`src/common/accel_regs_map.svh`:
```
// register offsets, field positions and reset values for the interrupt summary / identity / range slice
`ifndef ACCEL_REGS_MAP_SVH
`define ACCEL_REGS_MAP_SVH
`define OFS_SYSTEM_STATE      8'h0b
`define OFS_INT_SUMMARY       8'h0c
`define OFS_DEVICE_IDENTITY   8'h0d
`define OFS_RANGE_CONFIG      8'h0e
`define OFS_ORIENT_STATUS     8'h10
`define OFS_FALL_MOTION_SRC   8'h16
`define OFS_X_MSB             8'h01
`define OFS_Y_MSB             8'h03
`define OFS_Z_MSB             8'h05
`define BIT_SLEEP_WAKE        7
`define BIT_ORIENT            4
`define BIT_FALL_MOTION       2
`define BIT_SAMPLE_READY      0
`define RANGE_RESET           2'h0
`define IDENTITY_DEFAULT      8'h3c
`define STATE_CODE_STANDBY    2'h0
`define STATE_CODE_WAKE       2'h1
`define STATE_CODE_SLEEP      2'h2
`endif

```
`src/common/accel_regs_pkg.sv`:
```
// types shared by the accelerometer register slice
package accel_regs_pkg;
    typedef enum logic [1:0] {
        ST_STANDBY,
        ST_WAKE,
        ST_SLEEP
    } sys_state_e;
    typedef logic [7:0] byte_t;
endpackage

```
`src/hw/accel_int_source_id_range_regs.sv`:
```
// interrupt summary, identity and full-scale range registers with auto sleep/wake sequencing
`timescale 1ns/1ps
`include "accel_regs_map.svh"

// Functional notes
// - after idle beyond sleep_timeout_limit, wake goes to sleep and picks low rate.
// - an enabled wake event leaves sleep and selects the high rate.
// - bit 7 sets on sleep/wake transitions, clears on system state register read.
// - bit 4 follows rising orientation_change when the orientation interrupt is enabled.
// - bit 4 clears only by reading the orientation status register.
// - bit 2 follows rising event_active when fall/motion interrupt is enabled.
// - bit 2 clears by reading the fall/motion source register.
// - bit 0 sets on rising new-sample or overrun when data-ready interrupt enabled.
// - bit 0 clears only after X, Y and Z MSB data have all been read.
// - read-only 8-bit identity register holds a fixed factory value.
// - two-bit range field selects 2 g, 4 g, 8 g; code 3 reserved.
// - range field resets to the 2 g setting.
// - summary flags set on rising edges of their conditions only.
// - system state reads 00 standby, 01 wake, 10 sleep.
module accel_int_source_id_range_regs #(
    parameter logic [7:0] IDENTITY = `IDENTITY_DEFAULT  // arbitrary value
) (
    // clock and reset
    input  wire logic        mclk,
    input  wire logic        rst,
    // register access from the serial interface core
    input  wire logic        reg_rd,
    input  wire logic        reg_wr,
    input  wire logic [7:0]  reg_addr,
    input  wire logic [7:0]  reg_wdata,
    output logic [7:0]       reg_rdata,
    // mode control from the core
    input  wire logic        active_mode,
    input  wire logic        sleep_enable,
    input  wire logic [7:0]  sleep_timeout_limit,
    input  wire logic        sleep_tick,
    input  wire logic        any_interrupt,
    input  wire logic        wake_event,
    // event sources and their enables
    input  wire logic        orientation_change,
    input  wire logic        orientation_int_en,
    input  wire logic        event_active,
    input  wire logic        fall_motion_int_en,
    input  wire logic        all_axis_new_sample,
    input  wire logic        all_axis_overrun,
    input  wire logic        sample_ready_int_en,
    // status towards the core
    output logic [1:0]       range_sel,
    output logic             low_rate_sel,
    output logic [1:0]       system_state,
    output logic [7:0]       int_summary
);

    accel_regs_pkg::sys_state_e state_r, state_nxt;
    logic [7:0] idle_cnt_r;
    logic       orient_d_r, fm_d_r, drdy_d_r;
    logic       sleep_wake_flag, orientation_flag, fall_motion_flag, sample_ready_flag;
    logic [2:0] axis_read_r;
    logic [1:0] range_r;
    logic [7:0] rdata_r;
    logic [1:0] state_code_r;
    logic       low_rate_r;
    logic [7:0] summary;

    wire rd_state   = reg_rd && (reg_addr == `OFS_SYSTEM_STATE);
    wire rd_orient  = reg_rd && (reg_addr == `OFS_ORIENT_STATUS);
    wire rd_fm      = reg_rd && (reg_addr == `OFS_FALL_MOTION_SRC);
    wire rd_x       = reg_rd && (reg_addr == `OFS_X_MSB);
    wire rd_y       = reg_rd && (reg_addr == `OFS_Y_MSB);
    wire rd_z       = reg_rd && (reg_addr == `OFS_Z_MSB);
    wire wr_range   = reg_wr && (reg_addr == `OFS_RANGE_CONFIG);
    wire drdy_cond  = all_axis_new_sample || all_axis_overrun;
    wire orient_set = orientation_change && !orient_d_r && orientation_int_en;
    wire fm_set     = event_active && !fm_d_r && fall_motion_int_en;
    wire drdy_set   = drdy_cond && !drdy_d_r && sample_ready_int_en;
    wire [2:0] axis_seen = axis_read_r | {rd_z, rd_y, rd_x};
    wire axes_done  = &axis_seen;
    // strict compare: an idle count equal to the limit still counts as awake
    wire idle_over  = idle_cnt_r > sleep_timeout_limit;
    wire transition = (state_nxt != state_r) && (state_r != accel_regs_pkg::ST_STANDBY)
                      && (state_nxt != accel_regs_pkg::ST_STANDBY);

    always_comb begin
        state_nxt = state_r;
        case (state_r)
            accel_regs_pkg::ST_STANDBY: begin
                if (active_mode) begin
                    state_nxt = accel_regs_pkg::ST_WAKE;
                end
            end
            accel_regs_pkg::ST_WAKE: begin
                if (!active_mode) begin
                    state_nxt = accel_regs_pkg::ST_STANDBY;
                end else if (sleep_enable && idle_over) begin
                    state_nxt = accel_regs_pkg::ST_SLEEP;
                end
            end
            accel_regs_pkg::ST_SLEEP: begin
                if (!active_mode) begin
                    state_nxt = accel_regs_pkg::ST_STANDBY;
                end else if (wake_event) begin
                    state_nxt = accel_regs_pkg::ST_WAKE;
                end
            end
            default: state_nxt = accel_regs_pkg::ST_STANDBY;
        endcase
    end

    wire [1:0] state_code_nxt = (state_nxt == accel_regs_pkg::ST_WAKE)  ? `STATE_CODE_WAKE :
                                (state_nxt == accel_regs_pkg::ST_SLEEP) ? `STATE_CODE_SLEEP :
                                                                          `STATE_CODE_STANDBY;

    always_comb begin
        summary                    = 8'h00;
        summary[`BIT_SLEEP_WAKE]   = sleep_wake_flag;
        summary[`BIT_ORIENT]       = orientation_flag;
        summary[`BIT_FALL_MOTION]  = fall_motion_flag;
        summary[`BIT_SAMPLE_READY] = sample_ready_flag;
    end

    wire [7:0] rd_mux = (reg_addr == `OFS_SYSTEM_STATE)    ? {6'h00, state_code_r} :
                        (reg_addr == `OFS_INT_SUMMARY)     ? summary :
                        (reg_addr == `OFS_DEVICE_IDENTITY) ? IDENTITY :
                        (reg_addr == `OFS_RANGE_CONFIG)    ? {6'h00, range_r} : 8'h00;

    always_ff @(posedge mclk or posedge rst) begin
        if (rst) begin
            state_r      <= accel_regs_pkg::ST_STANDBY;
            state_code_r <= `STATE_CODE_STANDBY;
            low_rate_r   <= 1'b0;
        end else begin
            // code and rate select load from state_nxt so they switch on the same edge as the state
            state_r      <= state_nxt;
            state_code_r <= state_code_nxt;
            low_rate_r   <= (state_nxt == accel_regs_pkg::ST_SLEEP);
        end
    end

    // idle counter restarts on any interrupt or state change
    always_ff @(posedge mclk or posedge rst) begin
        if (rst) begin
            idle_cnt_r <= 8'h00;
        end else if (any_interrupt || state_r != accel_regs_pkg::ST_WAKE) begin
            idle_cnt_r <= 8'h00;
        end else if (sleep_tick && !idle_over) begin
            idle_cnt_r <= idle_cnt_r + 8'h01;
        end
    end

    always_ff @(posedge mclk or posedge rst) begin
        if (rst) begin
            orient_d_r <= 1'b0;
            fm_d_r     <= 1'b0;
            drdy_d_r   <= 1'b0;
        end else begin
            orient_d_r <= orientation_change;
            fm_d_r     <= event_active;
            drdy_d_r   <= drdy_cond;
        end
    end

    // set wins over clear on every flag
    always_ff @(posedge mclk or posedge rst) begin
        if (rst) begin
            sleep_wake_flag   <= 1'b0;
            orientation_flag  <= 1'b0;
            fall_motion_flag  <= 1'b0;
            sample_ready_flag <= 1'b0;
        end else begin
            sleep_wake_flag   <= transition || (sleep_wake_flag && !rd_state);
            orientation_flag  <= orient_set || (orientation_flag && !rd_orient);
            fall_motion_flag  <= fm_set || (fall_motion_flag && !rd_fm);
            sample_ready_flag <= drdy_set || (sample_ready_flag && !axes_done);
        end
    end

    // axis reads accumulate; a new sample restarts the tally
    always_ff @(posedge mclk or posedge rst) begin
        if (rst) begin
            axis_read_r <= 3'h0;
        end else if (axes_done || drdy_set) begin
            axis_read_r <= 3'h0;
        end else begin
            axis_read_r <= axis_seen;
        end
    end

    // range field; code 3 stored as written, behaviour undefined
    always_ff @(posedge mclk or posedge rst) begin
        if (rst) begin
            range_r <= `RANGE_RESET;
        end else if (wr_range) begin
            range_r <= reg_wdata[1:0];
        end
    end

    always_ff @(posedge mclk or posedge rst) begin
        if (rst) begin
            rdata_r <= 8'h00;
        end else if (reg_rd) begin
            rdata_r <= rd_mux;
        end
    end

    assign reg_rdata    = rdata_r;
    assign range_sel    = range_r;
    assign low_rate_sel = low_rate_r;
    assign system_state = state_code_r;
    assign int_summary  = summary;

endmodule

```
`config.mk`:
```
export PLATFORM = sky130hd
export DESIGN_NAME = accel_int_source_id_range_regs
export DESIGN_NICKNAME = d
export VERILOG_FILES = /design/src/common/accel_regs_pkg.sv /design/src/hw/accel_int_source_id_range_regs.sv
export VERILOG_INCLUDE_DIRS = /design/src /design/src/common
export SDC_FILE = /design/constraint.sdc
export NUM_CORES = 1
export LEC_CHECK = 0
export CORE_MARGIN = 2
export CORE_UTILIZATION = 55
export DETAILED_ROUTE_END_ITERATION = 12
export DONT_BUFFER_PORTS = 1
export PLACE_DENSITY = 0.78
export RECOVER_POWER = 25
export SETUP_SLACK_MARGIN = 0.05
export SYNTH_ARGS = -nofsm -noshare
export SYNTH_HDL_FRONTEND = slang
export SYNTH_SLANG_ARGS = --single-unit
```
`constraint.sdc`:
```
create_clock -name mclk -period 4.9 [get_ports mclk]
set_clock_uncertainty 0.2 [all_clocks]
set_input_delay 0.49 -clock mclk [delete_from_list [all_inputs] [get_ports mclk]]
set_output_delay 0.49 -clock mclk [all_outputs]
set_load 0.05 [all_outputs]
```
**Yosys cells after proc, flatten, opt, wreduce, memory -nomap -nowiden**

Cells that the tools add are included.
W data, S select, Z words.

- Output and inout bits: 21
- Word-level logic and storage cells: 88
- Flip-flop bits (word level): 33

- Bitwise gates (word level): 1
- $add $sub $neg: 1
- Reductions and logical operators: 41
- Multiplexer cells: 15
- $lt $le $gt $ge: 1
- Equality and inequality tests: 15

Operator list:

| cell | count |
|---|---|
| $eq A8 B4 Y1 const B | 4 |
| $mux W8 | 4 |
| $logic_and A1 B1 Y1 | 21 |
| $eq A8 B5 Y1 const B | 2 |
| $mux W2 | 8 |
| $add A8 B1 Y8 const B | 1 |
| $eq A8 B1 Y1 const B | 1 |
| $eq A8 B2 Y1 const B | 1 |
| $eq A8 B3 Y1 const B | 1 |
| $gt A8 B8 Y1 | 1 |
| $logic_not A1 Y1 | 8 |
| $logic_or A1 B1 Y1 | 7 |
| $mux W6 | 1 |
| $pmux W2 S3 | 1 |
| $reduce_bool A2 Y1 | 3 |
| $eq A2 B1 Y1 const B | 2 |
| $eq A2 B2 Y1 const B | 2 |
| $mux W3 | 1 |
| $or A3 B3 Y3 | 1 |
| $reduce_and A3 Y1 | 1 |
| $logic_not A2 Y1 | 1 |
| $ne A2 B1 Y1 const B | 1 |
| $ne A2 B2 Y1 | 1 |

**Logic depth before layout (Yosys ltp)**

Gate-level depths: netlist (run 1).

- Word-level depth: 9
- Gate-level depth with buffers: 8

**Least setup slack after synthesis (run 1)**

Ideal clock, no wire load.

- Path kind: input -> register
- Start point: input port sleep_timeout_limit[1]
- End point: register idle_cnt_r[6]
- Cell stages on the path: 8
- Path slack: 2.569 ns
- Arrival: 2.053 ns
- Path buffers: 0
- Path through: inv_1 > ha_1 > nor2b_1 > o211a_1 > and4b_1 > o2111ai_2 > or3_1 > a21oi_1

- Cells in the longest elaborated chain, start to end: 4

Ends and longest elaborated chain:

| item | RTL line | text |
|---|---|---|
| start, declared | accel_int_source_id_range_regs.sv:35 | `input wire logic [7:0] sleep_timeout_limit,` |
| $gt A8 B8 Y1 | accel_int_source_id_range_regs.sv:79 | `wire idle_over = idle_cnt_r > sleep_timeout_limit;` |
| $logic_not A1 Y1 | accel_int_source_id_range_regs.sv:145 | `end else if (sleep_tick && !idle_over) begin` |
| $logic_and A1 B1 Y1 | accel_int_source_id_range_regs.sv:145 |  |
| $reduce_bool A2 Y1 (no source line) | n/a |  |
| end signal, assigned | accel_int_source_id_range_regs.sv:146 | `idle_cnt_r <= idle_cnt_r + 8'h01;` |
| end, declared | accel_int_source_id_range_regs.sv:55 | `logic [7:0] idle_cnt_r;` |

Every way passes these cells.
A chain may end at the register's enable or synchronous reset.

**Worst setup path after layout (run 1)**

- Start point: register idle_cnt_r[1]
- End point: register idle_cnt_r[6]

- Cells in the longest elaborated chain, start to end: 4

Ends and longest elaborated chain:

| item | RTL line |
|---|---|
| $gt A8 B8 Y1 | accel_int_source_id_range_regs.sv:79 |
| $logic_not A1 Y1 | accel_int_source_id_range_regs.sv:145 |
| $logic_and A1 B1 Y1 | accel_int_source_id_range_regs.sv:145 |
| $reduce_bool A2 Y1 (no source line) | n/a |

Parallel ways exist; a longest one is shown, timed or not. The select of a mux whose other input is x is not followed.

==> results of run 1 <==
state kept, by name (all words and copies together) (netlist names):
name               flops
system_state           1
axis_read_r            3
orient_d_r             1
fm_d_r                 1
reg_rdata              6
low_rate_sel           1
idle_cnt_r             8
range_sel              2
sleep_wake_flag        1
fall_motion_flag       1
state_r                2
drdy_d_r               1
orientation_flag       1
sample_ready_flag      1
how the worst max path moves through the flow:
stage                     cells past startpoint                    from             to  slack (ns)
final                                         7           idle_cnt_r[1]  idle_cnt_r[6]        2.50
after global routing                          7           idle_cnt_r[1]  idle_cnt_r[5]        2.35
after floorplan                               8  sleep_timeout_limit[1]  idle_cnt_r[6]        2.57
after CTS                                     7           idle_cnt_r[1]  idle_cnt_r[6]        2.51
after global placement                        8  sleep_timeout_limit[1]  idle_cnt_r[6]        2.49
after detailed placement                      8  sleep_timeout_limit[1]  idle_cnt_r[6]        2.46
cell usage in the layout, fill, tap and decap left out, types with 2 or more instances in the layout:
cell | synthesis | routed
clkbuf_4 | 0 | 5
nand2_1 | 11 | 11
and4b_1 | 2 | 2
a21oi_1 | 10 | 10
a31oi_1 | 2 | 2
inv_1 | 15 | 15
o2bb2ai_1 | 3 | 3
mux2_2 | 3 | 3
nor4_1 | 2 | 2
or3_1 | 5 | 5
ha_1 | 9 | 9
nor3b_1 | 3 | 3
nand3_1 | 9 | 9
conb_1 | 1 | 5
dfrtp_1 | 30 | 30
dlygate4sd3_1 | 0 | 2
nand2b_1 | 2 | 2
o21a_1 | 2 | 2
nor2_1 | 15 | 15
a32o_1 | 2 | 2
nor2b_1 | 6 | 6
o21ai_0 | 10 | 10
nand4_1 | 4 | 4
power groups by stage:
stage	sequential [mW]	combinational [mW]	clock, mW
floorplan	0.270	0.0423	0
global placement	0.275	0.0377	0
detailed placement	0.275	0.0400	0
CTS	0.270	0.0415	0.148
global route	0.271	0.0467	0.156
finish	0.270	0.0411	0.142
per-layer routing:
layer	wire length (µm)	part of all wire [%]	vias up	GRT usage, %
li1	-	-	623	-
met1	1460	44	619	24.3
met2	1650	49	41	37.8
met3	185	5.5	7	6.77
met4	60	1.8	0	9.74
met5	0	0	-	0
layout make-up:
type	count	area, µm²	area share, %
multi-input combinational	123	810	46.8
sequential	30	751	43.4
inverter	15	56.3	3.26
clock buffer	6	51.3	2.97
tap	33	41.3	2.39
timing repair buffer	2	20.0	1.16
cell families (layout without fill, tap and decap cells):
kind of cell             Yosys count  after routing  synth area share, %
AO/OA/AOI/OAI                     41             41                 17.0
XOR/XNOR                           2              2                 1.04
adder cells (fa/ha/maj)            9              9                 6.66
buffers and inverters             28             23                 8.65
flip-flops                        30             30                 44.4
multiplexers                       4              4                 2.59
other                              1              5                0.222
AND/OR/NAND/NOR                   62             62                 19.5
per-stage QoR:
stage	hold slack [ns]	util, %	instance area (µm²)
6_report	0.0400	58.1	1730
3_3_place_gp	0.223	55.7	1660
5_1_grt	0.0177	58.1	1730
4_1_cts	0.0263	58.1	1730
2_1_floorplan	0.210	-	1710
3_5_place_dp	0.239	55.7	1660
==> results.txt, run 1 <==
----------------------------------------------------
[CTS]
  Setup Fix Bufs, Post-CTS ... 0
  CTS H-tree lvls ... 2
  Number of clock sinks seen by CTS ... 30
  Count of hold-fix buffers inserted at cts ... 2
  Clock-pin transition on the worst setup and hold timing paths ... 0.09 ns
  Buffers from clock root to sink, at most ... 2
  Cells resized by post-CTS repair ... 0
  Number of buffers created by CTS ... 5
  Cell at the root of the clock tree ... clkbuf_4
  Clock network latency to the later pin of the worst-skew pair ... 0.33 ns
  CTS tree ... built

[Cells and area]
  Layout fillers ... 266
  Antenna fix cells ... 0
  Share of cells above drive strength 1 ... 6.25%
  Area growth from synthesis to layout ... 2.22%
  Net count, final ... 226
  Post-layout instance count excluding filler cells ... 209

[Critical path]
  Required time of the critical path ... 4.96 ns
  Capturing point of the worst reg2reg path ... idle_cnt_r[6]
  Capturing element type of the critical path ... flop
  Largest incremental delay on the critical path ... 0.46 ns
  Data arrival time of the worst path ... 2.46 ns
  Max stage delay cell, worst path ... dfrtp_1
  Type of the worst setup path ... flop to flop
  Max Fanout on Critical Path ... 6
  Reg2reg path depth ... 7
  Crit-path cells ... ha_1, nor2b_1, o211a_1, and4b_1, o2111ai_2, or3_1, a21oi_1
  Register-to-register setup slack ... 2.50 ns
  Family with the most delay on the worst path ... simple AND/OR/NAND/NOR gates
  Launching point of the worst reg2reg path ... idle_cnt_r[1]
  Buffers and inverters on the worst path ... 0
  Type of element launching the critical path ... flop

[Route]
  Ratio of routed vias to standard cells ... 6.17
  Vias after detailed routing ... 1290
  Wirelength, routed ... 3.36 mm
  Initial DRT Pass Iterations ... 4
  Routed len/inst ... 16.1 µm
  Number of remaining DRC errors ... 0
  Remaining antenna violation count ... 0
  DRC violation total after the first TritonRoute iteration ... 57

[Die]
  I/O pin count ... 61
  Core Region ... 2980 µm²
  Vertical extent of the die ... 59.5 µm
  Die width ... 59.5 µm
  Initial core utilization ... 56.8%
  Row Count ... 20
  Floorplan die area ... 3540 µm²

[Power]
  Pwr Density ... 262 nW/µm²
  Combinational share of power ... 9.1%
  Design Power ... 0.453 mW
  Sw power ... 0.122 mW
  Share of total power consumed by net switching ... 27.0%
  Peak supply drop ... 137 µV
  Sequential cell fraction of total power ... 59.6%
  Leakage power of the design ... 0.798 nW
  Clock group share of total power ... 31.4%
  Pint ... 0.331 mW

[Timing]
  Relative slew margins ... 26.9%
  Fin worst setup slack ... 2.50 ns
  Final critical-path share of the clock period ... 49.0%
  Max Clock Freq ... 0.416 GHz
  Fin. max-slew vios ... 0
  Slew @ Worst Pin ... 1.09 ns
  Hold Vio Cnt, Final ... 0
  Total negative slack ... 0 ns
  Number of endpoints failing setup at the final stage ... 0
  Fin crit period ... 2.40 ns
  Setup repair after global routing missed its margin ... false

[Synthesis]
  Synthesized area per cell ... 9.56 µm²
  Cells after synthesis ... 177
  Fraction of post-synthesis cell area in the top cell type by area ... 44.4%
  Count of warnings emitted by yosys ... 0
  Register bit total from synthesis ... 30
  Syn Std Cell Area ... 1690 µm²
  Sequential area share after synthesis ... 44.4%
  Post-synth top area cell ... dfrtp_1
  Most frequent cells after synthesis ... dfrtp_1 (30), inv_1 (15), nor2_1 (15), buf_4 (11), nand2_1 (11)
  Most common cell in the netlist ... dfrtp_1
  Largest cells by area after synthesis ... dfrtp_1 (44%), ha_1 (6.7%), buf_4 (4.9%), inv_1 (3.3%), nor2_1 (3.3%)
  Ys async rst share ... 100%
  Number of flops mapped to enable cells by yosys ... 0
  Distinct cell type count of the synthesized netlist ... 42
  Predominant post-synthesis flop cell ... dfrtp_1

[Flow run]
  Maxcap violations ... 0

[Global routing]
  GRT Resource Usage Total ... 21.8%
  Pin count of the biggest net entering global routing ... 31
  Number of global-route vias before repair ... 1340
  Global-route wire length before repair ... 5.75 mm
  Overflow after GRT ... 0
  Antenna violations before repair ... 0

[Hold path]
  Worst Hold Path EP ... reg_rdata[1]
  Critical hold path startpoint ... reg_rd
  Worst hold stages ... 1
  Worst Hold Class ... input port to flop

[Place]
  Final estimated routing congestion in global placement ... 0.784
  Input/output buffers ... 0
  HPWL after detailed placement ... 2.61 mm
  Cell Count Post-Placement ... 201
  Worst-case setup slack after placement ... 2.46 ns

[Status]
  Result of the run ... finished clean

----------------------------------------------------
Power figures use the tool's default switching activity.
==> inputs of run 2 (changes only) <==
==> constraint.sdc (replaced) <==
create_clock -name mclk -period 2.3 [get_ports mclk]
set_clock_uncertainty 0.2 [all_clocks]
set_input_delay 0.23 -clock mclk [delete_from_list [all_inputs] [get_ports mclk]]
set_output_delay 0.23 -clock mclk [all_outputs]
set_load 0.05 [all_outputs]
==> results.txt, run 2 (synthesis results as in run 1) <==
----------------------------------------------------
[Cells and area]
  Net count, final ... 253 (+12%)
  Multi-input logic area ... 873 µm² (+7.9%)
  Leading cell type in the layout, fill and taps excluded ... dfrtp_1
  Layout fillers ... 234 (-12%)
  Area growth from synthesis to layout ... 21.3%
  Sequential standard cell area ... 753 µm² (+0.33%)
  Top register by number of flip-flops ... idle_cnt_r
  Antenna fix cells ... 0 (unchanged)
  Most used cells in the layout excluding fill and tap cells ... dfrtp_1 (28), dlygate4sd3_1 (19), inv_1 (15)
  Share of cells above drive strength 1 ... 16.1% (+9.8 points)
  Largest register FFs ... 8 (unchanged)

[Global routing]
  Number of global-route vias before repair ... 1410 (+5.2%)
  Pin count of the biggest net entering global routing ... 31 (unchanged)
  GRT Resource Usage Total ... 22.8% (+0.97 points)
  Global-route wire length before repair ... 5.99 mm (+4.2%)
  Antenna violations before repair ... 0 (unchanged)
  Overflow after GRT ... 0 (unchanged)

[Timing]
  WHS ... 0.0205 ns (-0.0195 ns)
  Fin worst setup slack ... 0.0587 ns (-2.44 ns)
  Fin. max-slew vios ... 0 (unchanged)
  Hold Vio Cnt, Final ... 0 (unchanged)
  Total negative slack ... 0 ns (unchanged)
  Setup repair after global routing missed its margin ... true
  Slew @ Worst Pin ... 0.721 ns (-0.373 ns)
  Number of endpoints failing setup at the final stage ... 0 (unchanged)
  Max Clock Freq ... 0.446 GHz (+7.2%)
  Final critical-path share of the clock period ... 97.4% (+48 points)
  Fin crit period ... 2.24 ns (-0.161 ns)
  Relative slew margins ... 51.9% (+25 points)

[Critical path]
  Capturing element type of the critical path ... flop
  Required time of the critical path ... 2.35 ns (-2.61 ns)
  Type of the worst setup path ... flop to flop
  Endpoint of the worst setup timing path ... idle_cnt_r[7]
  Reg2reg path depth ... 7 (unchanged)
  Data arrival time of the worst path ... 2.30 ns (-0.16 ns)
  Launching point of the worst reg2reg path ... idle_cnt_r[1]
  Max Fanout on Critical Path ... 6 (unchanged)
  Type of element launching the critical path ... flop
  Launching instance or port of the critical path ... idle_cnt_r[1]
  Capturing point of the worst reg2reg path ... idle_cnt_r[7]
  Register-to-register setup slack ... 0.06 ns (-2.44 ns)

[Power]
  Pwr Density ... 503 nW/µm² (+92%)
  Design Power ... 1.03 mW (+130%)
  Leakage power of the design ... 0.940 nW (+18%)
  Peak supply drop ... 334 µV (+140%)

[Status]
  Result of the run ... finished clean

[Route]
  Remaining antenna violation count ... 0 (unchanged)
  Number of remaining DRC errors ... 0 (unchanged)
  Wirelength, routed ... 3.84 mm (+14%)
  Ratio of routed vias to standard cells ... 6.03 (-2.4%)
  DRC violation total after the first TritonRoute iteration ... 56 (-1.8%)
  Vias after detailed routing ... 1434 (+11%)
  Routed len/inst ... 16.1 µm (+0.38%)
  Initial DRT Pass Iterations ... 4 (unchanged)

[Place]
  Final estimated routing congestion in global placement ... 0.799 (+2.0%)
  Worst-case setup slack after placement ... -0.0469 ns (-2.51 ns)
  Input/output buffers ... 0 (unchanged)
  HPWL after detailed placement ... 2.74 mm (+5.2%)

[CTS]
  Number of buffers created by CTS ... 5 (unchanged)
  CTS H-tree lvls ... 2 (unchanged)
  Clock-pin transition on the worst setup and hold timing paths ... 0.08 ns (about the same)
  Clock network latency to the later pin of the worst-skew pair ... 0.33 ns (about the same)
  Cell at the root of the clock tree ... clkbuf_4
  Number of clock sinks seen by CTS ... 30 (unchanged)
  CTS tree ... built
  Buffers from clock root to sink, at most ... 2 (unchanged)

[Die]
  Row Count ... 20 (unchanged)
  Die width ... 59.5 µm (unchanged)
  Initial core utilization ... 56.8% (unchanged)
  Floorplan die area ... 3540 µm² (unchanged)
  Vertical extent of the die ... 59.5 µm (unchanged)
  Core Region ... 2980 µm² (unchanged)
  I/O pin count ... 61 (unchanged)

[Flow run]
  Maxcap violations ... 0 (unchanged)

[Hold path]
  Worst hold stages ... 3 (+2)
  Worst Hold Class ... input port to flop

----------------------------------------------------
[run 2: changes by cell type in the layout (fill, tap and decap cells not counted), sizes merged]
cell,change
buf,+8
dlygate4sd3,+17
clkinv,+1
clkbuf,+2
dlymetal6s4s,+1
[run 2: metal layers]
metal  global-route usage, %  vias up  share of wire [%]
met5                       0        -                  0
met4                    6.17        0               0.76
met3                    7.21        5                6.5
met2                    40.2       46                 51
met1                    26.4      709                 42
li1                        -      674                  -
[run 2: worst min-delay path by stage]
stage	slack (ns)	end	from
2_1_floorplan	0.06	fm_d_r	event_active
3_5_place_dp	0.02	fall_motion_flag	rst
4_1_cts	0.007	low_rate_sel	wake_event
5_1_grt	0.02	reg_rdata[4]	reg_addr[2]
6_report	0.02	state_r[1]	wake_event
3_3_place_gp	0.01	fm_d_r	rst
[run 2: area by class of cell]
type | instances | share of cell area (%)
Clock buffer | 7 | 2.68
Clock inverter | 1 | 0.244
Timing Repair Buffer | 29 | 13.0
Inverter | 15 | 2.74
Tap cell | 33 | 2.01
Multi-Input combinational cell | 123 | 42.6
Sequential cell | 30 | 36.7
[run 2: where the power goes]
part	leakage, nW	total [mW]	internal [mW]	switching, mW
registers	0.383	0.573	0.539	0.0342
clock network	0.0353	0.324	0.148	0.176
logic	0.522	0.134	0.0565	0.0778
total	0.940	1.03	0.743	0.288
[run 2: what timing repair did]
item | 4_1_cts | 5_1_grt
hold buffers | 20 | 0
buffers inserted | 1 | 2
setup endpoints to repair | 3 | 8
pin swaps | 3 | 2
hold endpoints to repair | 50 | 0
resized for setup | 1 | 14
[run 2: critical path, stage by stage (launching register included)]
cell	delay, ns
dfrtp_1	0.42
ha_4	0.23
nor2b_4	0.12
o211a_1	0.21
and4b_2	0.33
o2111ai_4	0.15
or3_1	0.39
a21oi_1	0.13
[run 2: metrics by stage]
stage          std cells  area (µm²)  utilization, %
2_1_floorplan        181        1710               -
3_3_place_gp         207        1700            57.2
3_5_place_dp         207        1700            57.2
4_1_cts              236        1970            66.3
5_1_grt              238        2050            68.9
6_report             238        2050            68.9
==> inputs of run 3 (changes only) <==
--- a/config.mk
+++ b/config.mk
@@ -7,10 +7,10 @@
 export NUM_CORES = 1
 export LEC_CHECK = 0
 export CORE_MARGIN = 2
-export CORE_UTILIZATION = 55
+export CORE_UTILIZATION = 30
 export DETAILED_ROUTE_END_ITERATION = 12
 export DONT_BUFFER_PORTS = 1
-export PLACE_DENSITY = 0.78
+export PLACE_DENSITY = 0.52
 export RECOVER_POWER = 25
 export SETUP_SLACK_MARGIN = 0.05
 export SYNTH_ARGS = -nofsm -noshare
==> results.txt, run 3 (synthesis results as in run 1) <==
----------------------------------------------------
[CTS]
  Clock network latency to the later pin of the worst-skew pair ... 0.27 ns (-0.06 ns)
  CTS tree ... built
  Cell at the root of the clock tree ... clkbuf_8
  Number of buffers created by CTS ... 5 (unchanged)
  Clock-pin transition on the worst setup and hold timing paths ... 0.07 ns (about the same)
  Buffers from clock root to sink, at most ... 2 (unchanged)
  Number of clock sinks seen by CTS ... 30 (unchanged)
  CTS H-tree lvls ... 2 (unchanged)

[Hold path]
  Worst Hold Class ... input port to flop
  Critical hold path startpoint ... reg_addr[1]
  Worst hold stages ... 2 (-1)
  Worst Hold Path EP ... range_sel[0]

[Die]
  Floorplan die area ... 6260 µm² (+77%)
  I/O pin count ... 61 (unchanged)
  Initial core utilization ... 30.9% (-26 points)
  Die width ... 79.1 µm (+33%)
  Vertical extent of the die ... 79.1 µm (+33%)
  Core Region ... 5470 µm² (+84%)
  Row Count ... 27 (+35%)

[Cells and area]
  Area growth from synthesis to layout ... 26.4%
  Antenna fix cells ... 0 (unchanged)
  Share of cells above drive strength 1 ... 16.2% (+0.079 points)
  Leading cell type in the layout, fill and taps excluded ... dfrtp_1
  Post-layout instance count excluding filler cells ... 276 (+16%)
  Sequential standard cell area ... 751 µm² (-0.33%)
  Net count, final ... 253 (unchanged)
  Most used cells in the layout excluding fill and tap cells ... dfrtp_1 (30), dlygate4sd3_1 (17), inv_1 (15)
  Layout fillers ... 554 (+140%)
  Top register by number of flip-flops ... idle_cnt_r
  Multi-input logic area ... 871 µm² (-0.29%)
  Largest register FFs ... 8 (unchanged)

[Route]
  Wirelength, routed ... 3.87 mm (+0.83%)
  Vias after detailed routing ... 1363 (-5.0%)
  Ratio of routed vias to standard cells ... 4.94 (-18%)
  Initial DRT Pass Iterations ... 4 (unchanged)
  Remaining antenna violation count ... 0 (unchanged)
  Routed len/inst ... 14.0 µm (-13%)
  DRC violation total after the first TritonRoute iteration ... 73 (+30%)
  Number of remaining DRC errors ... 0 (unchanged)

[Timing]
  Final critical-path share of the clock period ... 97.9% (+0.43 points)
  Slew @ Worst Pin ... 0.775 ns (+0.0540 ns)
  Fin worst setup slack ... 0.0488 ns (-0.00996 ns)
  Fin crit period ... 2.25 ns (+0.00996 ns)
  Fin. max-slew vios ... 0 (unchanged)
  Max Clock Freq ... 0.444 GHz (-0.44%)
  Number of endpoints failing setup at the final stage ... 0 (unchanged)
  Relative slew margins ... 48.3% (-3.6 points)
  Setup repair after global routing missed its margin ... true
  Hold Vio Cnt, Final ... 0 (unchanged)

[Place]
  Input/output buffers ... 0 (unchanged)
  HPWL after detailed placement ... 2.68 mm (-2.5%)
  Final estimated routing congestion in global placement ... 0.680 (-15%)
  Worst-case setup slack after placement ... -0.0308 ns (+0.0160 ns)
  Cell Count Post-Placement ... 250 (+21%)

[Power]
  Sw power ... 0.294 mW (+2.0%)
  Pwr Density ... 575 nW/µm² (+14%)
  Sequential cell fraction of total power ... 46.6% (-9.0 points)
  Share of total power consumed by net switching ... 23.9% (-4.0 points)
  Combinational share of power ... 10.0% (-3.0 points)
  Design Power ... 1.23 mW (+19%)
  Clock group share of total power ... 43.3% (+12 points)
  Leakage power of the design ... 0.952 nW (+1.2%)
  Peak supply drop ... 230 µV (-31%)
  Pint ... 0.935 mW (+26%)

[Critical path]
  Required time of the critical path ... 2.30 ns (-0.05 ns)
  Capturing point of the worst reg2reg path ... idle_cnt_r[5]
  Type of element launching the critical path ... flop
  Capturing element type of the critical path ... flop
  Type of the worst setup path ... flop to flop
  Max stage delay cell, worst path ... dfrtp_1
  Crit-path cells ... ha_4, nor2b_1, o211a_1, and4b_2, o2111ai_4, or3_4, a21oi_2
  Largest incremental delay on the critical path ... 0.40 ns (-0.02 ns)
  Data arrival time of the worst path ... 2.25 ns (-0.05 ns)
  Max Fanout on Critical Path ... 6 (unchanged)
  Reg2reg path depth ... 7 (unchanged)
  Register-to-register setup slack ... 0.05 ns (about the same)
  Launching point of the worst reg2reg path ... idle_cnt_r[1]

[Global routing]
  Pin count of the biggest net entering global routing ... 31 (unchanged)
  GRT Resource Usage Total ... 12.8% (-10 points)
  Global-route wire length before repair ... 6.25 mm (+4.4%)
  Number of global-route vias before repair ... 1322 (-6.2%)
  Antenna violations before repair ... 0 (unchanged)
  Overflow after GRT ... 0 (unchanged)

[Flow run]
  Maxcap violations ... 0 (unchanged)

[Status]
  Result of the run ... finished clean

----------------------------------------------------
-- run 3: cell count changes in the layout (fill, tap and decap cells not counted), moves of 2 or more --
cell,change
dfrtp_2,-2
clkbuf_4,-5
clkbuf_8,+5
dfrtp_1,+2
dlygate4sd3_1,-2
buf_4,+3
-- run 3: worst max path at each step --
stage / startpoint / slack (ns) / endpoint
final: idle_cnt_r[1] / 0.05 / idle_cnt_r[5]
after global routing: idle_cnt_r[1] / -0.03 / idle_cnt_r[7]
after CTS: idle_cnt_r[5] / 0.05 / idle_cnt_r[4]
after detailed placement: idle_cnt_r[1] / -0.03 / idle_cnt_r[6]
after global placement: idle_cnt_r[1] / 0.003 / idle_cnt_r[6]
after floorplan: idle_cnt_r[1] / 0.07 / idle_cnt_r[6]
-- run 3: metrics by stage --
| stage | utilization (%) | TNS (ns) | hold WS, ns | cell area, µm² |
|---|---|---|---|---|
| after floorplan | - | 0 | 0.0614 | 1710 |
| after global placement | 32.6 | 0 | 0.0332 | 1780 |
| after detailed placement | 32.6 | -0.0308 | 0.0283 | 1780 |
| after CTS | 37.7 | 0 | 0.0115 | 2060 |
| after global routing | 39.1 | -0.0388 | 0.0352 | 2140 |
| final | 39.1 | 0 | 0.0150 | 2140 |
-- run 3: what timing repair did --
item                                   in CTS  in global routing
resized for setup                           0                 11
pin swaps                                   4                  3
hold buffers                               17                  0
setup endpoints to repair                   5                  7
endpoints found under the hold margin      50                  0
setup buffers                               0                  2
-- run 3: power groups by stage --
stage / sequential (mW) / combinational (mW) / clock [mW]
2_1_floorplan: 0.576 / 0.0902 / 0
3_3_place_gp: 0.583 / 0.0920 / 0
3_5_place_dp: 0.583 / 0.0919 / 0
4_1_cts: 0.573 / 0.119 / 0.551
5_1_grt: 0.574 / 0.138 / 0.577
6_report: 0.573 / 0.123 / 0.532
-- run 3: cell type report --
| class | instances | area share (%) |
|---|---|---|
| inverters | 15 | 2.63 |
| repair buffers | 29 | 12.1 |
| flip-flops and latches | 30 | 35.1 |
| clock inverters | 1 | 1.40 |
| clock buffers | 6 | 3.86 |
| multi-input cells | 123 | 40.7 |
| well taps | 72 | 4.21 |
-- run 3: critical path: cells and delay by family (launching register included) --
kind	cells	cell delay [ns]
compound gates	3	0.51
fa+ha+maj	1	0.22
simple gates	3	0.84
flops	1	0.40
-- run 3: per-layer routing --
metal	GRT usage, %	up-vias	wire length, µm
li1	-	676	-
met1	16.1	635	1760
met2	19.9	45	1760
met3	4.55	7	286
met4	5.17	0	63
met5	0	-	0
